`src/logic/rxm_pkg.sv`:
```
// rxm_pkg: constants and types for the receive output mute control block.
// assumes a 25 MHz system clock and a recovered parallel clock near 3.125 MHz.
package rxm_pkg;

    // data bus width
    localparam int RXM_DATA_W = 16;

    // clock timing, in nanoseconds as specified
    localparam int RXM_CLK_PERIOD_NS = 40;
    localparam int RXM_LINE_PERIOD_NS = 320;
    localparam int RXM_TOL_NS = 40;

    // derived cycle counts: nominal period, tolerance rounded down
    localparam int RXM_NOM_CYC = RXM_LINE_PERIOD_NS / RXM_CLK_PERIOD_NS;
    localparam int RXM_TOL_CYC_RAW = RXM_TOL_NS / RXM_CLK_PERIOD_NS;
    localparam int RXM_TOL_CYC = (RXM_TOL_CYC_RAW < 1) ? 1 : RXM_TOL_CYC_RAW;
    localparam int RXM_HALF_CYC = RXM_NOM_CYC / 2;

    // good periods in a row before lock is declared
    localparam int RXM_LOCK_PERIODS = 4;

    // counter widths
    localparam int RXM_CNT_W = 5;
    localparam int RXM_GOOD_W = 3;
    localparam int RXM_DIV_W = 3;

    // reset levels of the synchronisers: pulled-up pins idle high
    localparam logic RXM_PULLUP_LVL = 1'b1;
    localparam logic RXM_PULLDN_LVL = 1'b0;

    // static or slow control pins, carried together
    typedef struct packed {
        logic recoveryReferenceSelectN; // low = training reference
        logic rxClockDisableN;          // low = parallel clock held low
        logic opticalSignalDetect;      // from the optical module
        logic signalDetectPolarity;     // active level of signal detect
        logic hostHardwareSelect;       // low = hardware, high = host
    } rxm_ctrl_t;

    // reset value of the control synchronisers
    localparam rxm_ctrl_t RXM_CTRL_RST = '{
        recoveryReferenceSelectN: RXM_PULLUP_LVL,
        rxClockDisableN: RXM_PULLUP_LVL,
        opticalSignalDetect: RXM_PULLUP_LVL,
        signalDetectPolarity: RXM_PULLUP_LVL,
        hostHardwareSelect: RXM_PULLDN_LVL
    };

    // lock detector states, gray coded along hunt -> check -> locked
    typedef enum logic [1:0] {
        RXM_HUNT = 2'b00,
        RXM_CHECK = 2'b01,
        RXM_LOCKED = 2'b11
    } rxm_lock_t;

endpackage

```
`src/logic/rxm_output_mute.sv`:
```
// rxm_output_mute: receive-side recovery select, lock detect, output mute.
// assumes all pins and the line clock are asynchronous to clk; data from
// the deserialiser changes only on the rising edge of lineClock.
`timescale 1ns/10ps

// Behaviour
// low reference select locks to training clock; high follows line data
// hardware mode: low data disable forces all data outputs to zero
// host mode: shared pin shows analyser lock while generator enabled
// low clock disable holds the parallel clock output at zero
// lock detect output high while recovery locked, low otherwise
// inactive optical signal detect mutes the parallel data bus
// polarity input selects active level of optical signal detect
// control pins idle high when open: normal, enabled, signal present
// mode select low is hardware mode, high is host; defaults to hardware
// data outputs change together on clock output fall, first bit on MSB
// data muted when data disable or loss of signal holds, combined by OR
module rxm_output_mute
    import rxm_pkg::*;
#(
    parameter int DATA_W = RXM_DATA_W,
    parameter int LOCK_PERIODS = RXM_LOCK_PERIODS
)
(
    // clock and reset
    input wire logic clk,
    input wire logic nrst,
    // recovered line clock and deserialised word, MSB is first bit
    input wire logic lineClock,
    input wire logic [DATA_W-1:0] lineData,
    // static control pins
    input wire rxm_ctrl_t ctrlPins,
    // shared data disable / analyser lock pin
    input wire logic dataPinIn,
    output logic dataPinOut,
    output logic dataPinOen_n,
    // pattern generator and analyser status
    input wire logic patternGeneratorEnable,
    input wire logic patternAnalyserLock,
    // parallel receive outputs
    output logic [DATA_W-1:0] rxParallelDataOut,
    output logic rxParallelClockOut,
    // status
    output logic recoveryLockDetect,
    output logic lossOfSignalDetect
);

    localparam logic [RXM_CNT_W-1:0] NOM_CNT = RXM_CNT_W'(RXM_NOM_CYC);
    localparam logic [RXM_CNT_W-1:0] TOL_CNT = RXM_CNT_W'(RXM_TOL_CYC);
    localparam logic [RXM_CNT_W-1:0] MIN_CNT = NOM_CNT - TOL_CNT;
    localparam logic [RXM_CNT_W-1:0] MAX_CNT = NOM_CNT + TOL_CNT;
    localparam logic [RXM_CNT_W-1:0] CNT_ONE = RXM_CNT_W'(1);
    localparam logic [RXM_GOOD_W-1:0] GOOD_DONE =
        RXM_GOOD_W'(LOCK_PERIODS - 1);
    localparam logic [RXM_GOOD_W-1:0] GOOD_ONE = RXM_GOOD_W'(1);
    localparam logic [RXM_DIV_W-1:0] DIV_LAST = RXM_DIV_W'(RXM_HALF_CYC - 1);
    localparam logic [RXM_DIV_W-1:0] DIV_ONE = RXM_DIV_W'(1);

    // synchroniser stages
    rxm_ctrl_t ctrlMeta_r;
    rxm_ctrl_t ctrl_r;
    logic disMeta_r;
    logic dis_r;
    logic lockMeta_r;
    logic lock_r;
    logic genMeta_r;
    logic gen_r;
    logic lineMeta_r;
    logic line_r;
    logic [DATA_W-1:0] wordMeta_r;
    logic [DATA_W-1:0] word_r;

    // recovery and detector state
    logic trainClk_r;
    logic [RXM_DIV_W-1:0] trainDiv_r;
    logic srcLevel;
    logic srcPrev_r;
    logic srcRise;
    logic srcFall;
    logic refSelPrev_r;
    logic [RXM_CNT_W-1:0] periodCnt_r;
    logic [RXM_GOOD_W-1:0] goodCnt_r;
    logic periodOk;
    rxm_lock_t lockState_r;
    rxm_lock_t lockState_nxt;

    // mute terms
    logic hostMode;
    logic signalPresent;
    logic dataMute;

    // two-stage synchronisers; reset levels mirror pin pulls
    always_ff @(posedge clk or negedge nrst)
    begin
        if (!nrst)
        begin
            ctrlMeta_r <= RXM_CTRL_RST;
            ctrl_r <= RXM_CTRL_RST;
            disMeta_r <= RXM_PULLUP_LVL;
            dis_r <= RXM_PULLUP_LVL;
            lockMeta_r <= 1'b0;
            lock_r <= 1'b0;
            genMeta_r <= 1'b0;
            gen_r <= 1'b0;
            lineMeta_r <= 1'b0;
            line_r <= 1'b0;
            wordMeta_r <= '0;
            word_r <= '0;
        end
        else
        begin
            ctrlMeta_r <= ctrlPins;
            ctrl_r <= ctrlMeta_r;
            disMeta_r <= dataPinIn;
            dis_r <= disMeta_r;
            lockMeta_r <= patternAnalyserLock;
            lock_r <= lockMeta_r;
            genMeta_r <= patternGeneratorEnable;
            gen_r <= genMeta_r;
            lineMeta_r <= lineClock;
            line_r <= lineMeta_r;
            wordMeta_r <= lineData; // word lags the clock by the same two flops
            word_r <= wordMeta_r;
        end
    end

    // training reference: clk divided to the nominal line period
    always_ff @(posedge clk or negedge nrst)
    begin
        if (!nrst)
        begin
            trainDiv_r <= '0;
            trainClk_r <= 1'b0;
        end
        else if (trainDiv_r == DIV_LAST)
        begin
            trainDiv_r <= '0;
            trainClk_r <= ~trainClk_r;
        end
        else
        begin
            trainDiv_r <= trainDiv_r + DIV_ONE;
        end
    end

    // source of the recovered clock
    assign srcLevel = ctrl_r.recoveryReferenceSelectN ? line_r
                      : trainClk_r;
    assign srcRise = srcLevel && !srcPrev_r;
    assign srcFall = !srcLevel && srcPrev_r;

    // edge history and reference-select history
    always_ff @(posedge clk or negedge nrst)
    begin
        if (!nrst)
        begin
            srcPrev_r <= 1'b0;
            refSelPrev_r <= RXM_PULLUP_LVL;
        end
        else
        begin
            srcPrev_r <= srcLevel;
            refSelPrev_r <= ctrl_r.recoveryReferenceSelectN;
        end
    end

    // cycles since last rising edge, saturating past the window
    always_ff @(posedge clk or negedge nrst)
    begin
        if (!nrst)
            periodCnt_r <= '0;
        else if (srcRise)
            periodCnt_r <= CNT_ONE;
        else if (periodCnt_r <= MAX_CNT)
            periodCnt_r <= periodCnt_r + CNT_ONE;
    end

    assign periodOk = (periodCnt_r >= MIN_CNT) && (periodCnt_r <= MAX_CNT);

    // count of good periods in a row
    always_ff @(posedge clk or negedge nrst)
    begin
        if (!nrst)
            goodCnt_r <= '0;
        else if (lockState_nxt != RXM_CHECK)
            goodCnt_r <= '0;
        else if (srcRise && lockState_r == RXM_CHECK)
            goodCnt_r <= goodCnt_r + GOOD_ONE; // first rise only opens a period
    end

    // lock detector next state
    always_comb
    begin
        lockState_nxt = lockState_r;
        if (ctrl_r.recoveryReferenceSelectN != refSelPrev_r)
            lockState_nxt = RXM_HUNT;
        else if (periodCnt_r > MAX_CNT)
            lockState_nxt = RXM_HUNT;
        else
        begin
            unique case (lockState_r)
                RXM_HUNT:
                    if (srcRise)
                        lockState_nxt = RXM_CHECK;
                RXM_CHECK:
                    if (srcRise && !periodOk)
                        lockState_nxt = RXM_HUNT;
                    else if (srcRise && goodCnt_r == GOOD_DONE)
                        lockState_nxt = RXM_LOCKED;
                RXM_LOCKED:
                    if (srcRise && !periodOk)
                        lockState_nxt = RXM_HUNT;
                default:
                    lockState_nxt = RXM_HUNT;
            endcase
        end
    end

    // lock state and lock detect output
    always_ff @(posedge clk or negedge nrst)
    begin
        if (!nrst)
        begin
            lockState_r <= RXM_HUNT;
            recoveryLockDetect <= 1'b0;
        end
        else
        begin
            lockState_r <= lockState_nxt;
            recoveryLockDetect <= (lockState_nxt == RXM_LOCKED);
        end
    end

    // mute causes
    assign hostMode = ctrl_r.hostHardwareSelect;
    assign signalPresent = (ctrl_r.opticalSignalDetect ==
                            ctrl_r.signalDetectPolarity);
    assign dataMute = (!hostMode && !dis_r)
                      || !signalPresent;

    // parallel clock output, held low while disabled
    always_ff @(posedge clk or negedge nrst)
    begin
        if (!nrst)
            rxParallelClockOut <= 1'b0;
        else
            rxParallelClockOut <= srcLevel && ctrl_r.rxClockDisableN;
    end

    // data word: loaded on clock fall, forced to zero at once on mute
    always_ff @(posedge clk or negedge nrst)
    begin
        if (!nrst)
            rxParallelDataOut <= '0;
        else if (dataMute)
            rxParallelDataOut <= '0;
        else if (srcFall)
            rxParallelDataOut <= word_r;
    end

    // loss-of-signal status
    always_ff @(posedge clk or negedge nrst)
    begin
        if (!nrst)
            lossOfSignalDetect <= 1'b0;
        else
            lossOfSignalDetect <= !signalPresent;
    end

    // shared pin: input in hardware mode, analyser lock out in host mode
    always_ff @(posedge clk or negedge nrst)
    begin
        if (!nrst)
        begin
            dataPinOut <= 1'b0;
            dataPinOen_n <= 1'b1;
        end
        else
        begin
            dataPinOut <= hostMode && gen_r && lock_r;
            dataPinOen_n <= !hostMode;
        end
    end

endmodule // rxm_output_mute

```
`config.mk`:
```
export PLATFORM = sky130hd
export DESIGN_NAME = rxm_output_mute
export DESIGN_NICKNAME = d
export VERILOG_FILES = /design/src/logic/rxm_pkg.sv /design/src/logic/rxm_output_mute.sv
export SDC_FILE = /design/constraint.sdc
export NUM_CORES = 1
export LEC_CHECK = 0
export BUFFER_PORTS_ARGS = -buffer_cell sky130_fd_sc_hd__buf_4
export CELL_PAD_IN_SITES_DETAIL_PLACEMENT = 1
export CELL_PAD_IN_SITES_GLOBAL_PLACEMENT = 1
export CORE_ASPECT_RATIO = 1.4
export CORE_MARGIN = 3
export CORE_UTILIZATION = 45
export CTS_CLUSTER_SIZE = 16
export DETAILED_ROUTE_END_ITERATION = 8
export PLACE_DENSITY_LB_ADDON = 0.15
export SYNTH_ARGS = -nofsm -noshare
export SYNTH_HDL_FRONTEND = slang
export SYNTH_SLANG_ARGS = --single-unit
```
`constraint.sdc`:
```
create_clock -name clk -period 2 [get_ports clk]
set_input_delay 0.3 -clock clk [delete_from_list [all_inputs] [get_ports clk]]
set_output_delay 0.3 -clock clk [all_outputs]
set_load 0.1 [all_outputs]
```
==> reports/metrics.yaml <==
status: "completed"
setup_viol: 0
crit_buf_inv: 0
nets: 257
post-cts-setup-buffers: 0
antenna_found_initial: 0
yosysWarnings: 0
gp_congestion: 0.754
ir_drop_uv: 599
grt-ovfl-total: 0
syn_inst: 164
grt_pass1_vias: 1810
power_mw: 3.92
crit_path_max_fanout: 7
clock_path_buffers: 2
first_iter_violations: 36
crit_chain: "mux2i_4 > nor2_1 > a311oi_2 > and3_1"
routed_wl_um: 5190
syn_nets: 196
fillCellCount: 573
vias: 1561
numPortBuffers: 47
fin_area_sq_mm: 0.00348
die_x_um: 72.3
final.setup.tns_ps: 0
vias_per_cell: 5.20
initial_core_util_pct: 47.0
slowest_delay_ps: 610
max_cap_violations: 0
crit_cells: 4
rsz0062_at_grt: "no"
num_antenna_cells: 0
dieArea_sq_mm: 0.00715
period_share_pct: 92.3
drive_gt1_share_pct: 37.0
areaGrowthSynthToFinish_pct: 25.5
core_sq_mm: 0.00590
synth.distinct_cells: 33
arrival_ps: 2130
rows: 33
hold_viol_final: 0
grt_pass1_wl_um: 8820
synth_area_leaders: "dfrtp_1 (68%), dfstp_2 (11%), a22o_1 (5.1%)"
reg2regPathDepth: 4
cts_tree: "done"
drc: 0
cts-root-buf: "clkbuf_8"
required_ps: 2290
cp-end-kind: "flip-flop"
cp_top_family: "flip-flops"
die_h_um: 98.9
layout_min_cycle_time_ps: 1850
cts.reportedPaths.clkPinSlew_ps: 90
hold_path_class: "in -> reg"
leakage_nw: 1.66
worst_pin_slew_ps: 565
cp_slowest_cell: "dfstp_2"
finClkSkew_ps: 7.51
whs_path_depth: 1
grt_util_all_layers_pct: 16.5
detail_route.wl_per_cell_um: 17.3
power_density_mw_per_mm2: 1130
worstSetupPathType: "reg -> reg"
synth.largest_area_cell: "dfrtp_1"
synth_top_cell_area_share_pct: 67.7
clk_latency_ps: 350
synth_seq_area_share_pct: 79.1
grt_max_degree: 39
ys_ff_latch: 87
first_pass_iters: 4
numCtsBuffers: 9
cts_num_sinks: 87
postPlaceCellArea_sq_mm: 0.00324
slew_headroom_pct: 62.0
fmax_mhz: 542
route.antenna.remaining_nets: 0
hpwl_um: 3620
io_pins: 48
cp-start-kind: "flip-flop"
netlist_area_sq_mm: 0.00277
syn_area_per_cell_sq_um: 16.9
htreeDepth: 3
drv_slew: 0
## cell families after synthesis
group           synth area share (%)
compound gates                  9.70
xor+xnor                        1.58
fa+ha+maj                       2.26
buf+inv                         1.76
flops                           79.1
mux                            0.857
simple gates                    4.78
## state kept, by name, indices dropped and copies added, names as in the netlist, 2 cells and up
signal and flops:
wordMeta_r 16, word_r 16, lockState_r 2, ctrl_r 4
goodCnt_r 3, trainDiv_r 3, ctrlMeta_r 5, rxParallelDataOut 16
periodCnt_r 5
## worst register-to-register path: stages (launching register included)
cell and delay, ps:
dfstp_2 610, mux2i_4 360, nor2_1 180, a311oi_2 410
and3_1 230
## per-layer routing
layer  part of all wire (%)  vias to the layer above  routed length [um]  GRT usage [%]
met5                      0                        -                   0              0
met4                    1.6                        0                  84           7.53
met3                    4.1                       11                 211           5.00
met2                     58                       39                3020           28.8
met1                     36                      820                1870           18.1
li1                       -                      691                   -              -
## per-stage QoR
step / util, % / hold WS, ps / std cells / setup WS (ps)
after floorplan: - / 4.41 / 164 / 346
after global placement: 54.9 / 250 / 283 / 235
after detailed placement: 54.9 / 262 / 283 / 108
after CTS: 58.8 / 32.5 / 300 / 21.5
after global routing: 58.9 / 22.3 / 300 / 36.1
final: 58.9 / 54.9 / 300 / 154
## synthesized netlist by cell type (all sizes together)
| cell type | instances |
|---|---|
| a2111oi | 1 |
| a211o | 1 |
| a211oi | 1 |
| a21o | 2 |
| a21oi | 3 |
| a22o | 16 |
| a311oi | 2 |
| a31oi | 1 |
| a41oi | 1 |
| and2 | 2 |
| and3 | 3 |
| buf | 2 |
| dfrtp | 75 |
| dfstp | 12 |
| ha | 5 |
| inv | 9 |
| mux2i | 2 |
| nand2 | 1 |
| nand3 | 1 |
| nand4b | 1 |
| nor2 | 8 |
| nor3 | 4 |
| nor4 | 1 |
| o2111ai | 1 |
| o21ai | 1 |
| o21bai | 2 |
| or4b | 1 |
| xnor2 | 4 |
| xor2 | 1 |
## cells in the final DEF, fill, tap and decap left out, drive strengths merged, types with 2 or more instances in the layout
master and n:
bufinv 2, nor3 4, and3 3, and2 2, nor2 8, xnor2 4, a21oi 3, inv 10
buf 51, dfstp 12, a21o 2, ha 5, clkinv 4, a22o 16, dfrtp 75, mux2i 2
o21bai 2, a311oi 2, clkbuf 9
## worst paths after layout
check | from | end | slack (ps)
worst max-delay path | ctrl_r[4] | lockState_r[1] | 150
min in group asynchronous | nrst | gen_r | 420
worst min-delay path | ctrlPins[0] | ctrlMeta_r[0] | 50
max in group asynchronous | nrst | ctrl_r[3] | 920
worst min register to register | ctrlMeta_r[4] | ctrl_r[4] | 350
worst max register to register | ctrl_r[4] | lockState_r[1] | 150
## report_power, final
group | leakage [nW] | switching, mW | total (mW) | internal [mW]
registers | 1.06 | 0.105 | 2.00 | 1.89
logic | 0.488 | 0.406 | 0.604 | 0.198
clock network | 0.114 | 0.615 | 1.32 | 0.708
total | 1.66 | 1.13 | 3.92 | 2.80
## final cells by class
class,count,area [sq um],share of cell area (%)
Sequential cell,87,2190,63.0
Multi-Input combinational cell,66,541,15.5
Timing Repair Buffer,52,405,11.7
Clock buffer,9,124,3.56
Clock inverter,7,96.3,2.77
Tap cell,70,87.6,2.52
Inverter,9,33.8,0.971
## what timing repair did
| action | in CTS | in global routing |
|---|---|---|
| hold buffers | 1 | 0 |
| resized for setup | 0 | 1 |
| hold endpoints to repair | 25 | 0 |
| endpoints found under the setup margin | 0 | 5 |
(Power assumes the default switching activity.)
